$ cat config.mk
export PLATFORM = sky130hd
export DESIGN_NAME = rops_top
export DESIGN_NICKNAME = d
export VERILOG_FILES = /design/src/rops_pkg.sv /design/src/rops_sync2.sv /design/src/rops_od_drv.sv /design/src/rops_top.sv
export SDC_FILE = /design/constraint.sdc
export NUM_CORES = 1
export LEC_CHECK = 0
export BUFFER_PORTS_ARGS = -buffer_cell sky130_fd_sc_hd__buf_2
export CAP_MARGIN = 20
export CORE_MARGIN = 8
export CORE_UTILIZATION = 44
export DETAILED_ROUTE_END_ITERATION = 7
export MAX_ROUTING_LAYER = met4
export PLACE_DENSITY = 0.75
export SLEW_MARGIN = 10
export SYNTH_ARGS = -nofsm -noshare
export SYNTH_HDL_FRONTEND = slang
export SYNTH_HIERARCHICAL = 1
export SYNTH_SLANG_ARGS = --single-unit
$ cat constraint.sdc
create_clock -name mclk_in -period 1.55 [get_ports mclk_in]
set_input_delay 0 -clock mclk_in [delete_from_list [all_inputs] [get_ports mclk_in]]
set_output_delay 0 -clock mclk_in [all_outputs]
set_load 0.01 [all_outputs]
$ cat src/rops_pkg.sv
// constants, register map and source encodings of the output pin selection block
// assumes one 20 MHz clock, synchronous reset and a classic wishbone register port
// Notes on behaviour
// - secondary pin is open drain; its source comes from the auxiliary output select field.
// - one select value puts the stored auxiliary static level on the secondary pin.
// - one select value puts the square wave there, only while square wave enable is set.
// - one select value drives the inverse of the combined interrupt, active low.
// - one select value drives the inverse of the alarm interrupt.
// - the timer interrupt can appear on the secondary pin true or inverted.
// - with switch mode set the secondary pin acts as a power switch, not logic.
// - timer interrupt pin is open drain and always carries the active-low timer interrupt.
// - clock output pin is push-pull and presents exactly one of two sources.
// - one clock output choice is the stored primary static level.
// - the other choice is the square wave, present only while enabled.
// - reset output is open drain; its asserted level follows the polarity bit.
// - reset polarity clears to zero at reset, giving an active-low reset output.
// - external reset low with its enable set asserts the reset output.
package rops_pkg;

  // register indices; byte address is four times the index
  localparam logic [5:0] IDX_CONTROL2 = 6'h11;
  localparam logic [5:0] IDX_SQCFG    = 6'h13;
  localparam logic [5:0] IDX_CONFIG   = 6'h14;
  localparam logic [5:0] IDX_STATUS   = 6'h15;
  localparam logic [5:0] IDX_MASK     = 6'h16;
  localparam logic [5:0] IDX_PINS     = 6'h17;

  // control2 fields
  localparam int CTL2_SEL_LSB   = 2;
  localparam int CTL2_SEL_W     = 3;
  localparam int CTL2_SWITCH    = 5;
  // square wave register field
  localparam int SQ_ENABLE      = 7;
  // config fields
  localparam int CFG_PRI_LEVEL  = 0;
  localparam int CFG_AUX_LEVEL  = 1;
  localparam int CFG_CLK_SEL    = 2;
  localparam int CFG_RST_POL    = 3;
  localparam int CFG_EXT_RST_EN = 4;
  // status and mask fields
  localparam int EVT_RESET      = 0;
  localparam int EVT_TIMER      = 1;
  localparam int EVT_ALARM      = 2;
  localparam int EVT_W          = 3;

  // values after reset
  localparam logic [7:0] CONTROL2_RST = 8'h00;
  localparam logic [7:0] SQCFG_RST    = 8'h00;
  localparam logic [7:0] CONFIG_RST   = 8'h00;
  localparam logic [2:0] STATUS_RST   = 3'h0;
  localparam logic [2:0] MASK_RST     = 3'h0;

  // auxiliary output select encodings
  typedef enum logic [2:0] {
    AUX_STATIC    = 3'h0,
    AUX_IRQ_N     = 3'h1,
    AUX_SQUARE    = 3'h2,
    AUX_ALARM_N   = 3'h3,
    AUX_TIMER     = 3'h4,
    AUX_TIMER_N   = 3'h5
  } rops_aux_sel_t;

  // synchroniser idle level for the external reset pin (released high)
  localparam logic SYNC_RST_VAL = 1'b1;

endpackage : rops_pkg

$ cat src/rops_sync2.sv
// two-flop synchroniser for one pin level
// assumes the pin is asynchronous to mclk_in; reset loads a constant idle level
module rops_sync2
  import rops_pkg::*;
(
  input  wire logic mclk_in,
  input  wire logic sys_rst_in,
  input  wire logic pin_in,
  output logic      sync_out
);

  logic meta;
  logic next_meta;
  logic next_sync;

  // only the second flop reads the first
  always_comb begin
    next_meta = pin_in;
    next_sync = meta;
  end

  always_ff @(posedge mclk_in) begin
    if (sys_rst_in) begin
      meta     <= SYNC_RST_VAL;
      sync_out <= SYNC_RST_VAL;
    end else begin
      meta     <= next_meta;
      sync_out <= next_sync;
    end
  end

endmodule : rops_sync2

$ cat src/rops_od_drv.sv
// open-drain driver: registered enable that pulls the pin low
// assumes an external pull-up sets the high level
module rops_od_drv
  import rops_pkg::*;
(
  input  wire logic mclk_in,
  input  wire logic sys_rst_in,
  input  wire logic level_in,
  output logic      oe_out
);

  logic next_oe;

  // drive only for a low level, float for high
  always_comb begin
    next_oe = ~level_in;
  end

  // reset releases the pin
  always_ff @(posedge mclk_in) begin
    if (sys_rst_in) begin
      oe_out <= 1'b0;
    end else begin
      oe_out <= next_oe;
    end
  end

endmodule : rops_od_drv

$ cat src/rops_top.sv
// output pin selection: secondary irq/switch pin, timer irq pin, clock out, reset out
// assumes irq and square wave sources come from logic on mclk_in; ext_reset_in is a pin
// assumes a pull-up on every open-drain pin, so a released line reads high
module rops_top
  import rops_pkg::*;
(
  input  wire logic       mclk_in,
  input  wire logic       sys_rst_in,
  // wishbone classic slave
  input  wire logic       wb_cyc_in,
  input  wire logic       wb_stb_in,
  input  wire logic       wb_we_in,
  input  wire logic [7:0] wb_adr_in,
  input  wire logic [3:0] wb_sel_in,
  input  wire logic [31:0] wb_dat_in,
  output logic [31:0]     wb_dat_out,
  output logic            wb_ack_out,
  // internal sources
  input  wire logic       square_wave_in,
  input  wire logic       combined_irq_in,
  input  wire logic       alarm_interrupt_in,
  input  wire logic       timer_interrupt_in,
  // external reset pin, active low
  input  wire logic       ext_reset_in,
  // pins
  output logic            aux_irq_switch_pin_out,
  output logic            aux_irq_switch_pin_oe_out,
  output logic            aux_switch_mode_out,
  output logic            timer_irq_pin_out,
  output logic            timer_irq_pin_oe_out,
  output logic            clock_out_pin_out,
  output logic            reset_out_pin_out,
  output logic            reset_out_pin_oe_out,
  output logic            irq_out
);

  // register state
  logic [7:0]      control2;
  logic [7:0]      square_cfg;
  logic [7:0]      config_reg;
  logic [EVT_W-1:0] status;
  logic [EVT_W-1:0] mask;
  logic [7:0]      next_control2;
  logic [7:0]      next_square_cfg;
  logic [7:0]      next_config_reg;
  logic [EVT_W-1:0] next_status;
  logic [EVT_W-1:0] next_mask;

  // bus state
  logic            next_ack;
  logic [31:0]     next_dat;

  // pin and event state
  logic            ext_reset_sync;
  logic            aux_level;
  logic            next_aux_level;
  logic            timer_level;
  logic            next_timer_level;
  logic            reset_level;
  logic            next_reset_level;
  logic            next_clock_out;
  logic            next_switch_mode;
  logic            reset_asserted;
  logic            timer_prev;
  logic            alarm_prev;
  logic            reset_prev;
  logic            next_irq;
  logic [EVT_W-1:0] events;

  // edge detector next values
  logic            next_timer_prev;
  logic            next_alarm_prev;
  logic            next_reset_prev;

  logic [5:0]      bus_idx;
  logic            bus_req;
  logic            bus_wr;
  logic            aux_oe_raw;
  logic            timer_oe_raw;
  logic            reset_oe_raw;

  // gated square wave, used by both selectable pins
  function automatic logic gated_square(input logic sq, input logic [7:0] sqcfg);
    gated_square = sq & sqcfg[SQ_ENABLE];
  endfunction : gated_square

  // write merge for byte lane 0; other lanes hold nothing
  function automatic logic [7:0] lane0_write(input logic [7:0] old_val, input logic [3:0] sel,
                                             input logic [31:0] wdat);
    lane0_write = sel[0] ? wdat[7:0] : old_val;
  endfunction : lane0_write

  assign bus_idx = wb_adr_in[7:2];
  assign bus_req = wb_cyc_in & wb_stb_in & ~wb_ack_out;
  assign bus_wr  = bus_req & wb_we_in;

  // external reset pin passes two flops first
  rops_sync2 u_ext_reset_sync (
    .mclk_in    (mclk_in),
    .sys_rst_in (sys_rst_in),
    .pin_in     (ext_reset_in),
    .sync_out   (ext_reset_sync)
  );

  // external reset request: pin low and enabled
  assign reset_asserted = ~ext_reset_sync & config_reg[CFG_EXT_RST_EN];

  // rising edges of the timer and alarm interrupts and of the reset request are events
  assign events[EVT_RESET] = reset_asserted & ~reset_prev;
  assign events[EVT_TIMER] = timer_interrupt_in & ~timer_prev;
  assign events[EVT_ALARM] = alarm_interrupt_in & ~alarm_prev;

  // register next values; a new event beats a write-one clear
  always_comb begin
    next_control2   = control2;
    next_square_cfg = square_cfg;
    next_config_reg = config_reg;
    next_mask       = mask;
    next_status     = status;
    if (bus_wr) begin
      if (bus_idx == IDX_CONTROL2) begin
        next_control2 = lane0_write(control2, wb_sel_in, wb_dat_in);
      end else if (bus_idx == IDX_SQCFG) begin
        next_square_cfg = lane0_write(square_cfg, wb_sel_in, wb_dat_in);
      end else if (bus_idx == IDX_CONFIG) begin
        next_config_reg = lane0_write(config_reg, wb_sel_in, wb_dat_in);
      end else if (bus_idx == IDX_MASK) begin
        if (wb_sel_in[0]) begin
          next_mask = wb_dat_in[EVT_W-1:0];
        end
      end else if (bus_idx == IDX_STATUS) begin
        if (wb_sel_in[0]) begin
          next_status = status & ~wb_dat_in[EVT_W-1:0];
        end
      end
    end
    next_status = next_status | events;
  end

  // registers; polarity and every field clear at reset
  always_ff @(posedge mclk_in) begin
    if (sys_rst_in) begin
      control2   <= CONTROL2_RST;
      square_cfg <= SQCFG_RST;
      config_reg <= CONFIG_RST;
      mask       <= MASK_RST;
      status     <= STATUS_RST;
    end else begin
      control2   <= next_control2;
      square_cfg <= next_square_cfg;
      config_reg <= next_config_reg;
      mask       <= next_mask;
      status     <= next_status;
    end
  end

  // read mux and one-cycle ack; unmapped reads return zero but still ack
  always_comb begin
    next_ack = bus_req;
    next_dat = 32'h0000_0000;
    if (bus_req && !wb_we_in) begin
      if (bus_idx == IDX_CONTROL2) begin
        next_dat[7:0] = control2;
      end else if (bus_idx == IDX_SQCFG) begin
        next_dat[7:0] = square_cfg;
      end else if (bus_idx == IDX_CONFIG) begin
        next_dat[7:0] = config_reg;
      end else if (bus_idx == IDX_STATUS) begin
        next_dat[EVT_W-1:0] = status;
      end else if (bus_idx == IDX_MASK) begin
        next_dat[EVT_W-1:0] = mask;
      end else if (bus_idx == IDX_PINS) begin
        next_dat[5:0] = {ext_reset_sync, irq_out, reset_level, clock_out_pin_out, timer_level, aux_level};
      end
    end
  end

  // ack drops the cycle after it was given
  always_ff @(posedge mclk_in) begin
    if (sys_rst_in) begin
      wb_ack_out <= 1'b0;
      wb_dat_out <= 32'h0000_0000;
    end else begin
      wb_ack_out <= next_ack;
      wb_dat_out <= next_dat;
    end
  end

  // pin level selection
  always_comb begin
    next_aux_level = config_reg[CFG_AUX_LEVEL];
    case (rops_aux_sel_t'(control2[CTL2_SEL_LSB +: CTL2_SEL_W]))
      AUX_STATIC:  next_aux_level = config_reg[CFG_AUX_LEVEL];
      AUX_IRQ_N:   next_aux_level = ~combined_irq_in;
      AUX_SQUARE:  next_aux_level = gated_square(square_wave_in, square_cfg);
      AUX_ALARM_N: next_aux_level = ~alarm_interrupt_in;
      AUX_TIMER:   next_aux_level = timer_interrupt_in;
      AUX_TIMER_N: next_aux_level = ~timer_interrupt_in;
      default:     next_aux_level = config_reg[CFG_AUX_LEVEL];
    endcase
    // switch mode: closed (pin pulled to ground) while the static level is low
    next_switch_mode = control2[CTL2_SWITCH];
    if (control2[CTL2_SWITCH]) begin
      next_aux_level = config_reg[CFG_AUX_LEVEL];
    end
    // timer pin has no alternative source
    next_timer_level = ~timer_interrupt_in;
    // clock output: static level or gated square, one at a time
    if (config_reg[CFG_CLK_SEL]) begin
      next_clock_out = gated_square(square_wave_in, square_cfg);
    end else begin
      next_clock_out = config_reg[CFG_PRI_LEVEL];
    end
    // asserted level equals the polarity bit
    next_reset_level = reset_asserted ? config_reg[CFG_RST_POL] : ~config_reg[CFG_RST_POL];
  end

  // pin levels registered; released state after reset
  always_ff @(posedge mclk_in) begin
    if (sys_rst_in) begin
      aux_level           <= 1'b1;
      timer_level         <= 1'b1;
      reset_level         <= 1'b1;
      clock_out_pin_out   <= 1'b0;
      aux_switch_mode_out <= 1'b0;
    end else begin
      aux_level           <= next_aux_level;
      timer_level         <= next_timer_level;
      reset_level         <= next_reset_level;
      clock_out_pin_out   <= next_clock_out;
      aux_switch_mode_out <= next_switch_mode;
    end
  end

  // edge detectors track the previous source level
  always_comb begin
    next_timer_prev = timer_interrupt_in;
    next_alarm_prev = alarm_interrupt_in;
    next_reset_prev = reset_asserted;
  end

  // idle low after reset, matching the sources, so reset makes no false edge
  always_ff @(posedge mclk_in) begin
    if (sys_rst_in) begin
      timer_prev <= 1'b0;
      alarm_prev <= 1'b0;
      reset_prev <= 1'b0;
    end else begin
      timer_prev <= next_timer_prev;
      alarm_prev <= next_alarm_prev;
      reset_prev <= next_reset_prev;
    end
  end

  // level interrupt from the status bits as they stand after this edge,
  // so a write-one clear and the interrupt drop together
  always_comb begin
    next_irq = |(next_status & mask);
  end

  // interrupt output flop
  always_ff @(posedge mclk_in) begin
    if (sys_rst_in) begin
      irq_out <= 1'b0;
    end else begin
      irq_out <= next_irq;
    end
  end

  // open-drain stages; data lines of those pins only ever carry low
  rops_od_drv u_aux_od (
    .mclk_in    (mclk_in),
    .sys_rst_in (sys_rst_in),
    .level_in   (aux_level),
    .oe_out     (aux_oe_raw)
  );

  rops_od_drv u_timer_od (
    .mclk_in    (mclk_in),
    .sys_rst_in (sys_rst_in),
    .level_in   (timer_level),
    .oe_out     (timer_oe_raw)
  );

  rops_od_drv u_reset_od (
    .mclk_in    (mclk_in),
    .sys_rst_in (sys_rst_in),
    .level_in   (reset_level),
    .oe_out     (reset_oe_raw)
  );

  // enables come straight from the driver flops
  assign aux_irq_switch_pin_oe_out = aux_oe_raw;
  assign timer_irq_pin_oe_out      = timer_oe_raw;
  assign reset_out_pin_oe_out      = reset_oe_raw;
  // pull-low only: data flops hold low, high comes from the pull-up
  always_ff @(posedge mclk_in) begin
    aux_irq_switch_pin_out <= 1'b0;
    timer_irq_pin_out      <= 1'b0;
    reset_out_pin_out      <= 1'b0;
  end

endmodule : rops_top

Yosys cells after proc, flatten, opt, wreduce, memory -nomap -nowiden
Cells that the tools add are included.
{"block": "totals", "reg_bits": 77, "in_bits": 54, "word_cells": 89}
{"block": "classes", "eq_ne": 11, "n_mux": 20, "bitwise": 28, "n_reduce_logical": 8}
{"cell": "equality test 6 x 5 -> 1 bit (second input constant)", "count": 6}
{"cell": "2-to-1 mux 3 bit", "count": 11}
{"cell": "2-to-1 mux 8 bit", "count": 2}
{"cell": "NOT 1 bit", "count": 16}
{"cell": "2-to-1 mux 6 bit", "count": 2}
{"cell": "bitwise AND 1 bit", "count": 8}
{"cell": "bitwise AND 3 bit", "count": 2}
{"cell": "equality test 3 x 2 -> 1 bit (second input constant)", "count": 2}
{"cell": "equality test 3 bit (second input constant)", "count": 2}
{"cell": "AND reduction 6 bit", "count": 1}
{"cell": "one-hot mux 1 bit (5 select lines)", "count": 1}
{"cell": "AND reduction 5 bit", "count": 1}
{"cell": "AND reduction 4 bit", "count": 1}
{"cell": "equality test 3 x 1 -> 1 bit (second input constant)", "count": 1}
{"cell": "2-to-1 mux 1 bit", "count": 3}
{"cell": "NOT 3 bit", "count": 1}
{"cell": "OR 3 bit", "count": 1}
{"cell": "AND reduction 3 bit", "count": 1}
{"cell": "OR reduction 3 bit", "count": 1}
{"cell": "2-to-1 mux 2 bit", "count": 1}
{"cell": "OR reduction 2 bit", "count": 1}
{"cell": "logical AND 1 bit", "count": 1}
{"cell": "zero test 1 bit", "count": 1}

Longest topological paths before layout
Gate-level depths: netlist of run 1.
{"block": "depth", "word_depth": 12, "mapped_depth": 6}

By module
Netlist of run 1, hierarchy kept.
{"module": "rops_top", "instances": 1, "cells_per_inst": 259, "area_each_um2": 2363.5}
{"module": "rops_od_drv", "instances": 3, "cells_per_inst": 2, "area_each_um2": 23.8}
{"module": "rops_sync2", "instances": 1, "cells_per_inst": 4, "area_each_um2": 52.6}

Least setup slack after synthesis of run 1
No wires, ideal clock.
{"block": "synth_timing", "path_kind": "register -> register", "startpoint": "register wb_ack_out", "endpoint": "register wb_dat_out[3]", "setup_time_ns": 0.079, "arrival_time_ns": 1.621, "t_required_ns": 1.471, "path_slack_ns": -0.150, "stages_incl_launch_ff": 6, "path_buffers": 1, "synth_period_minus_slack_ns": 1.700, "cell_sequence": "dfxtp_1 > nand3b_4 > or3_1 > buf_2 > or4b_4 > a211oi_2"}
{"block": "synth_between", "elab_chain_cells": 5}
{"element": "start: declaration", "line": "rops_top.sv:17", "rtl": "output logic wb_ack_out,"}
{"element": "start signal: assignment", "line": "rops_top.sv:184", "rtl": "wb_ack_out <= next_ack;"}
{"element": "NOT 1 bit", "line": "rops_top.sv:94", "rtl": "assign bus_req = wb_cyc_in & wb_stb_in & ~wb_ack_out;"}
{"element": "bitwise AND 1 bit", "line": "rops_top.sv:94"}
{"element": "logical AND 1 bit", "line": "rops_top.sv:161", "rtl": "if (bus_req && !wb_we_in) begin"}
{"element": "NOT 1 bit (no line)"}
{"element": "OR reduction 2 bit (no line)"}
{"element": "end signal: assignment", "line": "rops_top.sv:185", "rtl": "wb_dat_out <= next_dat;"}
{"element": "end: declaration", "line": "rops_top.sv:16", "rtl": "output logic [31:0] wb_dat_out,"}
Every way passes these cells.
A chain may end at the register's enable or synchronous reset.

Final worst setup path of run 1
{"block": "layout_timing", "startpoint": "register wb_ack_out", "endpoint": "register wb_dat_out[4]"}
The elaborated chain is that of the path after synthesis.

==> results of run 1 <==
metal layers:
layer	up-vias	track usage
met3	8	0.0412
met4	0	0.0641
li1	1021	-
met1	993	0.192
met2	76	0.238
met5	-	-
Yosys cell counts (4+ instances only):
library cell	n
sky130_fd_sc_hd__nand2b_1	9
sky130_fd_sc_hd__clkbuf_1	6
sky130_fd_sc_hd__nor2_1	23
sky130_fd_sc_hd__o21ai_1	4
sky130_fd_sc_hd__o21ai_0	18
sky130_fd_sc_hd__buf_2	5
sky130_fd_sc_hd__nand3_1	22
sky130_fd_sc_hd__mux2_2	5
sky130_fd_sc_hd__a21oi_1	22
sky130_fd_sc_hd__buf_4	27
sky130_fd_sc_hd__dfxtp_1	53
sky130_fd_sc_hd__mux2i_1	12
sky130_fd_sc_hd__nor2b_1	6
sky130_fd_sc_hd__a22oi_1	8
sky130_fd_sc_hd__nand2_1	8
repair_timing:
item / 4_1_cts / 5_1_grt
pin swaps: 1 / 0
hold buffers: 12 / 0
endpoints found under the hold margin: 28 / 0
resized for setup: 1 / 2
endpoints found under the setup margin: 5 / 9
worst max-delay path by stage:
stage,endpoint,cells after the start
2_1_floorplan,wb_dat_out[3],5
3_3_place_gp,irq_out,4
3_5_place_dp,wb_dat_out[5],4
4_1_cts,wb_dat_out[5],4
5_1_grt,wb_dat_out[3],4
6_report,wb_dat_out[4],4
worst min-delay path, stage by stage:
cell	delay, ps
sky130_fd_sc_hd__buf_2	110
sky130_fd_sc_hd__or4b_4	150
sky130_fd_sc_hd__a211oi_2	30
power groups by stage:
| stage | Combinational (µW) | Sequential (µW) | Clock [µW] |
|---|---|---|---|
| after CTS | 251 | 1380 | 963 |
| after global placement | 226 | 1420 | 0 |
| after global routing | 280 | 1390 | 1000 |
| after floorplan | 183 | 1420 | 0 |
| final | 257 | 1380 | 939 |
| after detailed placement | 226 | 1420 | 0 |
per-stage QoR:
step           area, µm²  utilization  hold WS [ps]
2_1_floorplan       2590            -          66.7
3_3_place_gp        2760        0.505           175
3_5_place_dp        2760        0.505           185
4_1_cts             3000        0.548          10.2
5_1_grt             3010        0.550          18.6
6_report            3010        0.550          19.9
kinds of logic after synthesis:
kind of cell | count (synthesis)
buffers and inverters | 44
other | 1
AO/OA/AOI/OAI | 62
flip-flops | 53
multiplexers | 20
AND/OR/NAND/NOR | 87
XOR/XNOR | 2
layout make-up:
| cell class | count | area, µm² |
|---|---|---|
| clock buffer | 6 | 72.6 |
| inverter | 4 | 15.0 |
| tap | 72 | 90.1 |
| sequential | 53 | 1060 |
| multi-input combinational | 198 | 1260 |
| fill | 521 | 2460 |
| clock inverter | 2 | 38.8 |
| timing repair buffer | 71 | 469 |
==> reports/results.md, run 1 <==
Critical path
* cell-by-cell listing of the critical path: nand3b_4 -> or3_4 -> or4b_4 -> a211oi_2
* signal arrival time at the worst endpoint: 1820 ps
* number of buffer and inverter instances along the worst setup path: 0
* CP max-delay cell: sky130_fd_sc_hd__or4b_4
* start point of the critical path: wb_ack_out
* Worst Path Max Fanout: 4
* critical path required time: 1790 ps
* Worst Setup Path Type: reg2reg
* cell family contributing the most delay on the critical path: simple AND/OR/NAND/NOR gates
* register-to-register setup slack: -40 ps
* capture instance of the worst register-to-register path: wb_dat_out[4]
* worst-case reg-to-reg path depth: 4
* Worst Setup End Kind: flop
* crit start category: flop
* R2R Path Start: wb_ack_out
* peak per-stage delay on the critical path: 520 ps

Route
* DRC errors left: 0
* initial detailed-routing violation count: 162
* met2 WL post-DR: 2940 µm
* first-pass iteration count of the detailed router: 4
* Avg Vias per Cell: 5.17
* total met3 wirelength after detailed routing: 416 µm
* WL final: 6280 µm
* uppermost metal layer occupied by signal nets: met4
* via count: 2098
* Wirelength per Cell: 15.5 µm
* met1 WL: 2820 µm
* Routed Antenna Nets: 0

Final layout
* leading cell type in the layout, fill and taps excluded: sky130_fd_sc_hd__dfxtp_1
* post-synthesis to final-layout area growth: 21.0%
* post-layout instance count excluding filler cells: 406
* final antenna diode count: 0
* commonest cells after routing, fill and taps aside: sky130_fd_sc_hd__dfxtp_1 (52), sky130_fd_sc_hd__buf_2 (39), sky130_fd_sc_hd__conb_1 (27)
* share of layout cells above drive strength 1: 0.260
* Final #Nets: 387

Die
* core region area: 0.00547 mm²
* die height: 91.2 µm
* Core Rows: 27
* Initial Util: 0.455
* die outline width: 91.2 µm
* die area: 0.00831 mm²
* Top-Level Pins: 96

Synth
* Synth top area share: 0.427
* number of distinct standard cells referenced by the synthesized netlist: 43
* fraction of the mapped netlist area in simple logic gates: 0.206
* mux share of post-synthesis cell area: 0.0981
* gate count after technology mapping: 269
* fraction of the mapped netlist area in adder cells: 0
* fraction of registers with async set or reset after synthesis: 0
* top cells by area, synth: sky130_fd_sc_hd__dfxtp_1 (43%), sky130_fd_sc_hd__buf_4 (8.1%), sky130_fd_sc_hd__mux2i_1 (4.8%)
* largest area contributor in the netlist: sky130_fd_sc_hd__dfxtp_1
* most used flip-flop cell after synthesis: sky130_fd_sc_hd__dfxtp_1
* register bit total from synthesis: 53
* fraction of the mapped netlist area in compound gates: 0.151
* count of warnings emitted by yosys: 6
* combinational family with the most area after synthesis: simple AND/OR/NAND/NOR gates
* fraction of the yosys area taken by sequential cells: 0.427
* cell area after synthesis: 0.00249 mm²
* number of synthesized flops with an enable pin: 0
* synthesized area per cell: 9.25 µm²
* Post-Synth XOR/XNOR Area: 0.00704

Place
* Post-DP HPWL: 4700 µm
* GPL Wtd Cong: 0.888
* Placed Cells incl. Taps: 386
* count of input and output buffers: 39
* DP Worst Slack: -17.0 ps

Run status
* outcome: finished, violations left
* failing checks: setup timing

CTS
* setup bufs post-CTS: 0
* clock input transition at the sequential cells of the worst setup and hold paths: 90 ps
* Clock Tree Buf Depth: 2
* worst skew pair latency: 310 ps
* TritonCTS Buffers: 5
* Max H-tree Level: 2
* Root Driver: sky130_fd_sc_hd__clkbuf_8
* number of clock sinks: 53
* TritonCTS clock tree: built

Power
* Leak Pwr: 0.00122 µW
* design internal power: 1970 µW
* switching portion of total power: 0.239
* net switching component of the power: 616 µW
* clock share of power: 0.364
* power density of the placed cells: 858 mW/mm²
* Logic pwr share: 0.100
* peak supply drop: 0.000488 V
* PnR Total Power: 2580 µW
* sequential share of power: 0.536

STA
* Sum Neg Setup Slack: -106 ps
* Final Critical Period: 1590 ps
* Pins Over Slew Limit: 0
* Tightest Pin Transition: 544 ps
* Final Skew: 12.3 ps
* setup repair after global routing missed its margin: yes
* post-layout worst setup margin: -35.3 ps
* Rel. slew slack: 0.637
* total of endpoints with negative setup slack in the final report: 4
* post-route fraction of the period consumed by the critical path: 1.02
* Max Freq: 631 MHz
* endpoints failing hold: 0

Global route
* vias in the first global route: 2053
* pin count of the biggest net entering global routing: 47
* overall track demand over capacity in global routing: 0.157
* first-pass GRT wire length: 10300 µm
* overflow left after global routing: 0
* number of antenna violations at the first check in global routing: 0

Flow run
* Max Cap Violations: 0

Hold path
* source of the worst hold timing path: wb_adr_in[5]
* sink of the worst hold path: wb_dat_out[3]
* worst min-delay path class: in2reg
* count of cells along the worst hold path: 3

Note: power is estimated with default switching activity, not from simulation.
==> inputs of run 2 (changes only) <==
--- a/config.mk
+++ b/config.mk
@@ -12,6 +12,7 @@
 export DETAILED_ROUTE_END_ITERATION = 7
 export MAX_ROUTING_LAYER = met4
 export PLACE_DENSITY = 0.75
+export RECOVER_POWER = 25
 export SLEW_MARGIN = 10
 export SYNTH_ARGS = -nofsm -noshare
 export SYNTH_HDL_FRONTEND = slang
==> reports/results.md, run 2 (synthesized netlist as in run 1, its figures left out) <==
Run status
* outcome: finished, violations left
* failing checks: setup timing

Critical path
* worst-case reg-to-reg path depth: 4, unchanged
* cell-by-cell listing of the critical path: nand3b_4 -> or3_4 -> or4b_4 -> a211oi_2
* Worst Path Max Fanout: 4, unchanged
* R2R Path Start: wb_ack_out
* critical path required time: 1790 ps, about the same
* peak per-stage delay on the critical path: 520 ps, about the same
* Worst Setup Path Type: reg2reg
* crit start category: flop
* register-to-register setup slack: -40 ps, about the same
* CP max-delay cell: sky130_fd_sc_hd__or4b_4
* capture instance of the worst register-to-register path: wb_dat_out[4]
* Worst Setup End Kind: flop
* signal arrival time at the worst endpoint: 1820 ps, about the same

STA
* final-layout worst hold slack: 17.6 ps, -2.25 ps
* Tightest Pin Transition: 528 ps, -16.3 ps
* endpoints failing hold: 0, unchanged
* Sum Neg Setup Slack: -103 ps, +2.61 ps
* Final Critical Period: 1590 ps, +0.252 ps
* Max Freq: 631 MHz, about the same
* Pins Over Slew Limit: 0, unchanged
* post-layout worst setup margin: -35.6 ps, -0.252 ps
* total of endpoints with negative setup slack in the final report: 4, unchanged
* setup repair after global routing missed its margin: yes
* Final Skew: 11.2 ps, -1.10 ps
* Rel. slew slack: 0.648, +0.0108
* post-route fraction of the period consumed by the critical path: 1.02, about the same

Final layout
* count of fill cells added during filler insertion: 528, +1.3%
* final antenna diode count: 0, unchanged
* post-synthesis to final-layout area growth: 20.6%
* Final #Nets: 387, unchanged
* footprint of the flip-flops and latches: 0.00106 mm², unchanged
* Multi-input gate area: 0.00126 mm², unchanged
* commonest cells after routing, fill and taps aside: sky130_fd_sc_hd__dfxtp_1 (52), sky130_fd_sc_hd__buf_2 (31), sky130_fd_sc_hd__conb_1 (27)
* share of layout cells above drive strength 1: 0.237, -0.0240
* post-layout instance count excluding filler cells: 406, unchanged
* leading cell type in the layout, fill and taps excluded: sky130_fd_sc_hd__dfxtp_1

Hold path
* worst min-delay path class: in2reg
* sink of the worst hold path: wb_dat_out[3]
* count of cells along the worst hold path: 3, unchanged
* source of the worst hold timing path: wb_adr_in[5]

Global route
* number of antenna violations at the first check in global routing: 0, unchanged
* pin count of the biggest net entering global routing: 47, unchanged
* overall track demand over capacity in global routing: 0.157, unchanged
* vias in the first global route: 2053, unchanged
* overflow left after global routing: 0, unchanged
* first-pass GRT wire length: 10300 µm, unchanged

CTS
* Root Driver: sky130_fd_sc_hd__clkbuf_8
* worst skew pair latency: 310 ps, about the same
* number of clock sinks: 53, unchanged
* Max H-tree Level: 2, unchanged
* TritonCTS Buffers: 5, unchanged
* Clock Tree Buf Depth: 2, unchanged
* clock input transition at the sequential cells of the worst setup and hold paths: 100 ps, about the same
* TritonCTS clock tree: built

Die
* core region area: 0.00547 mm², unchanged
* Initial Util: 0.455, unchanged
* die height: 91.2 µm, unchanged
* die area: 0.00831 mm², unchanged
* Top-Level Pins: 96, unchanged
* die outline width: 91.2 µm, unchanged
* Core Rows: 27, unchanged

Power
* Leak Pwr: 0.00119 µW, -2.6%
* peak supply drop: 0.000488 V, -0.11%
* power density of the placed cells: 861 mW/mm², +0.41%
* PnR Total Power: 2580 µW, about the same

Route
* Routed Antenna Nets: 0, unchanged
* met2 WL post-DR: 2950 µm, +0.20%
* Avg Vias per Cell: 5.16, -0.19%
* WL final: 6280 µm, unchanged
* Wirelength per Cell: 15.5 µm, unchanged
* total met3 wirelength after detailed routing: 410 µm, -1.4%
* first-pass iteration count of the detailed router: 4, unchanged
* uppermost metal layer occupied by signal nets: met4
* initial detailed-routing violation count: 150, -7.4%
* via count: 2094, -0.19%
* met1 WL: 2820 µm, about the same
* DRC errors left: 0, unchanged

Place
* Placed Cells incl. Taps: 386, unchanged
* count of input and output buffers: 39, unchanged
* Post-DP HPWL: 4700 µm, unchanged
* GPL Wtd Cong: 0.888, unchanged

Flow run
* Max Cap Violations: 0, unchanged

[run 2: cell types whose count changed in the layout (fill, tap and decap cells not counted), sizes merged]
cell	before	now
buf	59	51
clkbuf	6	14
[run 2: worst max path at each step]
stage               slack [ps]            end  startpoint
CTS                        -40  wb_dat_out[5]  wb_ack_out
floorplan                 -140  wb_dat_out[3]  wb_ack_out
finish                     -40  wb_dat_out[4]  wb_ack_out
global route               -80  wb_dat_out[3]  wb_ack_out
detailed placement         -20  wb_dat_out[5]  wb_ack_out
global placement            30        irq_out  wb_ack_out
[run 2: metal layers]
layer / global-route usage / vias up
met3: 0.0412 / 8
met2: 0.238 / 76
met5: - / -
met1: 0.192 / 988
li1: - / 1022
met4: 0.0641 / 0
[run 2: metrics by stage]
step	utilization	setup slack, ps	cell area, µm²
floorplan	-	-143	2590
global placement	0.505	27.5	2760
detailed placement	0.505	-17.0	2760
CTS	0.548	-38.1	3000
global route	0.548	-80.6	3000
finish	0.548	-35.6	3000
[run 2: critical path, delay by kind of cell, from the launching register on]
family | cells | cell delay, ps
and+or+nand+nor | 3 | 1030
AOI/OAI and AO/OA | 1 | 150
DFF | 1 | 330
[run 2: what timing repair did]
item	CTS	global route
hold buffers	12	0
pin swaps	1	0
gates resized for setup	1	2
endpoints found under the hold margin	28	0
buffers inserted	0	0
setup endpoints to repair	5	9
gates cloned	0	0
[run 2: layout make-up]
cell class,instances,share of cell area
clock inverter,2,0.0129
clock buffer,6,0.0242
multi-input combinational,198,0.421
inverter,4,0.00501
sequential,53,0.354
timing repair buffer,71,0.153
tap,72,0.0300
[run 2: report_power, final]
group          switching (µW)  internal (µW)  leakage (µW)  total (µW)
Combinational             155            101      0.000702         256
Sequential               7.01           1380      0.000430        1380
Clock                     457            485     0.0000554         942
Total                     619           1960       0.00119        2580
==> inputs of run 3 (changes only) <==
--- a/config.mk
+++ b/config.mk
@@ -5,7 +5,7 @@
 export SDC_FILE = /design/constraint.sdc
 export NUM_CORES = 1
 export LEC_CHECK = 0
-export BUFFER_PORTS_ARGS = -buffer_cell sky130_fd_sc_hd__buf_2
+export BUFFER_PORTS_ARGS = -buffer_cell sky130_fd_sc_hd__clkbuf_2
 export CAP_MARGIN = 20
 export CORE_MARGIN = 8
 export CORE_UTILIZATION = 44
@@ -16,5 +16,5 @@
 export SLEW_MARGIN = 10
 export SYNTH_ARGS = -nofsm -noshare
 export SYNTH_HDL_FRONTEND = slang
-export SYNTH_HIERARCHICAL = 1
 export SYNTH_SLANG_ARGS = --single-unit
+export TNS_END_PERCENT = 1
==> reports/results.md, run 3 <==
Synth
* top cells by count, synth: sky130_fd_sc_hd__dfxtp_1 (53), sky130_fd_sc_hd__buf_4 (27), sky130_fd_sc_hd__nor2_1 (27)
* Synth top area share: 0.426, -0.000643
* number of distinct standard cells referenced by the synthesized netlist: 49, +14%
* gate count after technology mapping: 268, -0.37%
* top cells by area, synth: sky130_fd_sc_hd__dfxtp_1 (43%), sky130_fd_sc_hd__buf_4 (8.1%), sky130_fd_sc_hd__mux2i_1 (4.8%)
* synthesized area per cell: 9.30 µm², +0.52%
* fraction of registers with async set or reset after synthesis: 0, unchanged
* register bit total from synthesis: 53, unchanged
* number of synthesized flops with an enable pin: 0, unchanged
* count of warnings emitted by yosys: 0, -6
* largest area contributor in the netlist: sky130_fd_sc_hd__dfxtp_1
* most used flip-flop cell after synthesis: sky130_fd_sc_hd__dfxtp_1
* cell area after synthesis: 0.00249 mm², +0.15%
* fraction of the yosys area taken by sequential cells: 0.426, -0.000643
* most frequent cell after synthesis: sky130_fd_sc_hd__dfxtp_1

Global route
* first-pass GRT wire length: 10600 µm, +3.2%
* overflow left after global routing: 0, unchanged
* number of antenna violations at the first check in global routing: 0, unchanged
* overall track demand over capacity in global routing: 0.159, +0.00247
* vias in the first global route: 2165, +5.5%
* pin count of the biggest net entering global routing: 25, -47%

Power
* design internal power: 1830 µW, -6.8%
* Leak Pwr: 0.00119 µW, +0.44%
* sequential share of power: 0.576, +0.040
* power density of the placed cells: 816 mW/mm², -5.2%
* peak supply drop: 0.000756 V, +55%
* Logic pwr share: 0.101, +0.002
* net switching component of the power: 574 µW, -7.2%
* switching portion of total power: 0.239, -0.000792
* clock share of power: 0.323, -0.042

Final layout
* commonest cells after routing, fill and taps aside: sky130_fd_sc_hd__dfxtp_1 (53), sky130_fd_sc_hd__clkbuf_2 (34), sky130_fd_sc_hd__nor2_1 (27), sky130_fd_sc_hd__conb_1 (27), sky130_fd_sc_hd__a21oi_1 (21)
* leading cell type in the layout, fill and taps excluded: sky130_fd_sc_hd__dfxtp_1
* Final #Nets: 380, -1.8%
* share of layout cells above drive strength 1: 0.252, +0.0150
* post-layout instance count excluding filler cells: 398, -2.0%
* post-synthesis to final-layout area growth: 18.2%
* Final Core Density: 0.538, -0.00983
* area of all placed cells without fillers: 0.00295 mm², -1.8%
* final antenna diode count: 0, unchanged

STA
* Final Skew: 7.74 ps, -3.42 ps
* Max Freq: 631 MHz, about the same
* final-layout worst hold slack: 24.8 ps, +7.14 ps
* Pins Over Slew Limit: 0, unchanged
* post-route fraction of the period consumed by the critical path: 1.02, about the same
* Final Critical Period: 1590 ps, -0.390 ps
* setup repair after global routing missed its margin: yes
* endpoints failing hold: 0, unchanged
* total of endpoints with negative setup slack in the final report: 1, -3
* post-layout worst setup margin: -35.2 ps, +0.390 ps

Hold path
* worst min-delay path class: in2reg

Critical path
* Worst Setup End Kind: flop
* number of buffer and inverter instances along the worst setup path: 2, +2
* Worst Path Max Fanout: 2, -2
* Worst Setup Path Type: reg2reg
* cell family contributing the most delay on the critical path: compound AO/OA/AOI/OAI gates
* crit start category: flop
* CP max-delay cell: sky130_fd_sc_hd__a2111o_1
* critical path required time: 1740 ps, -50 ps
* Top cell by count, worst path: sky130_fd_sc_hd__buf_4
* cell-by-cell listing of the critical path: nand3b_1 -> buf_4 -> nor4_4 -> buf_4 -> a211oi_1 -> a2111o_1
* peak per-stage delay on the critical path: 370 ps, -150 ps
* signal arrival time at the worst endpoint: 1770 ps, -50 ps

Route
* Routed Antenna Nets: 0, unchanged
* first-pass iteration count of the detailed router: 5, +1
* Avg Vias per Cell: 5.20, +0.89%
* via count: 2071, -1.1%
* DRC errors left: 0, unchanged
* initial detailed-routing violation count: 133, -11%
* WL final: 6170 µm, -1.9%
* Wirelength per Cell: 15.5 µm, +0.11%

Flow run
* Max Cap Violations: 0, unchanged

CTS
* TritonCTS Buffers: 5, unchanged
* number of clock sinks: 53, unchanged
* worst skew pair latency: 300 ps, about the same
* TritonCTS clock tree: built
* Max H-tree Level: 2, unchanged
* clock input transition at the sequential cells of the worst setup and hold paths: 90 ps, about the same
* Root Driver: sky130_fd_sc_hd__clkbuf_8
* Clock Tree Buf Depth: 2, unchanged

Place
* area after detailed placement: 0.00271 mm², -2.1%
* Post-DP HPWL: 4460 µm, -5.1%
* GPL Wtd Cong: 0.804, -9.4%
* Placed Cells incl. Taps: 378, -2.1%
* DP Worst Slack: -206 ps, -189 ps
* count of input and output buffers: 39, unchanged

Die
* die outline width: 91.2 µm, about the same
* core region area: 0.00547 mm², unchanged
* Core Rows: 27, unchanged
* Initial Util: 0.455, +0.000686
* die height: 91.2 µm, about the same
* die area: 0.00833 mm², +0.13%
* Top-Level Pins: 96, unchanged

Run status
* failing checks: setup timing
* outcome: finished, violations left

==> run 3: cell types whose count changed in the layout (fill, tap and decap cells not counted), sizes merged, moves of 4 or more <==
| cell | previous run | this run |
|---|---|---|
| nor3 | 1 | 5 |
| clkbuf | 14 | 46 |
| nand3 | 22 | 17 |
| buf | 51 | 19 |
| nand2b | 9 | 2 |
| o21ai | 22 | 16 |
| nor2 | 23 | 27 |
==> run 3: stage by stage <==
stage | power [µW] | TNS, ps
floorplan | 1590 | -1030
global placement | 1620 | -264
detailed placement | 1620 | -894
CTS | 2420 | -284
global route | 2500 | -968
finish | 2400 | -35.2
==> run 3: final timing paths <==
path                                             from                   endpoint  slack (ps)  cells past startpoint
worst min-delay path                     wb_dat_in[2]              square_cfg[2]          20                      3
worst min register to register  u_ext_reset_sync.meta  u_ext_reset_sync.sync_out         410                      1
worst max register to register             wb_ack_out                    irq_out         -40                      6
worst max-delay path                       wb_ack_out                    irq_out         -40                      6
==> run 3: what timing repair did <==
item                                    CTS  global route
pin swaps                                 4             1
hold buffers                             10             0
buffers inserted                          2             0
resized for setup                        11             1
cloned                                    1             0
endpoints found under the hold margin    20             0
endpoints found under the setup margin   18            18
==> run 3: logic make-up after synthesis <==
family | share of synthesized area
other | 0.00151
and+or+nand+nor | 0.189
AOI/OAI and AO/OA | 0.143
xor gates and xnor gates | 0.00352
muxes | 0.113
buffers and inverters | 0.125
DFF | 0.426
==> run 3: tightest hold or removal path, cell delays in order <==
cell	delay [ps]
sky130_fd_sc_hd__clkbuf_2	140
sky130_fd_sc_hd__nand3_1	80
sky130_fd_sc_hd__a21oi_1	60
==> run 3: per-layer routing <==
metal,wire [µm],part of all wire,global-route usage
met3,375,0.061,0.0461
met1,2550,0.41,0.177
met4,131,0.021,0.0682
met5,0,0,-
met2,3110,0.51,0.261
==> run 3: area by class of cell <==
| cell class | instances | area (µm²) |
|---|---|---|
| fillers | 538 | 2530 |
| multi-input cells | 194 | 1260 |
| flip-flops and latches | 53 | 1060 |
| repair buffers | 68 | 435 |
| well taps | 72 | 90.1 |
| clock buffers | 7 | 86.3 |
| inverters | 4 | 15.0 |
==> run 3: power groups by stage <==
stage | Clock [µW] | Sequential (µW) | Combinational (µW)
after detailed placement | 0 | 1420 | 207
final | 776 | 1380 | 244
after global placement | 0 | 1420 | 203
after global routing | 844 | 1390 | 266
after CTS | 798 | 1380 | 240
after floorplan | 0 | 1420 | 172
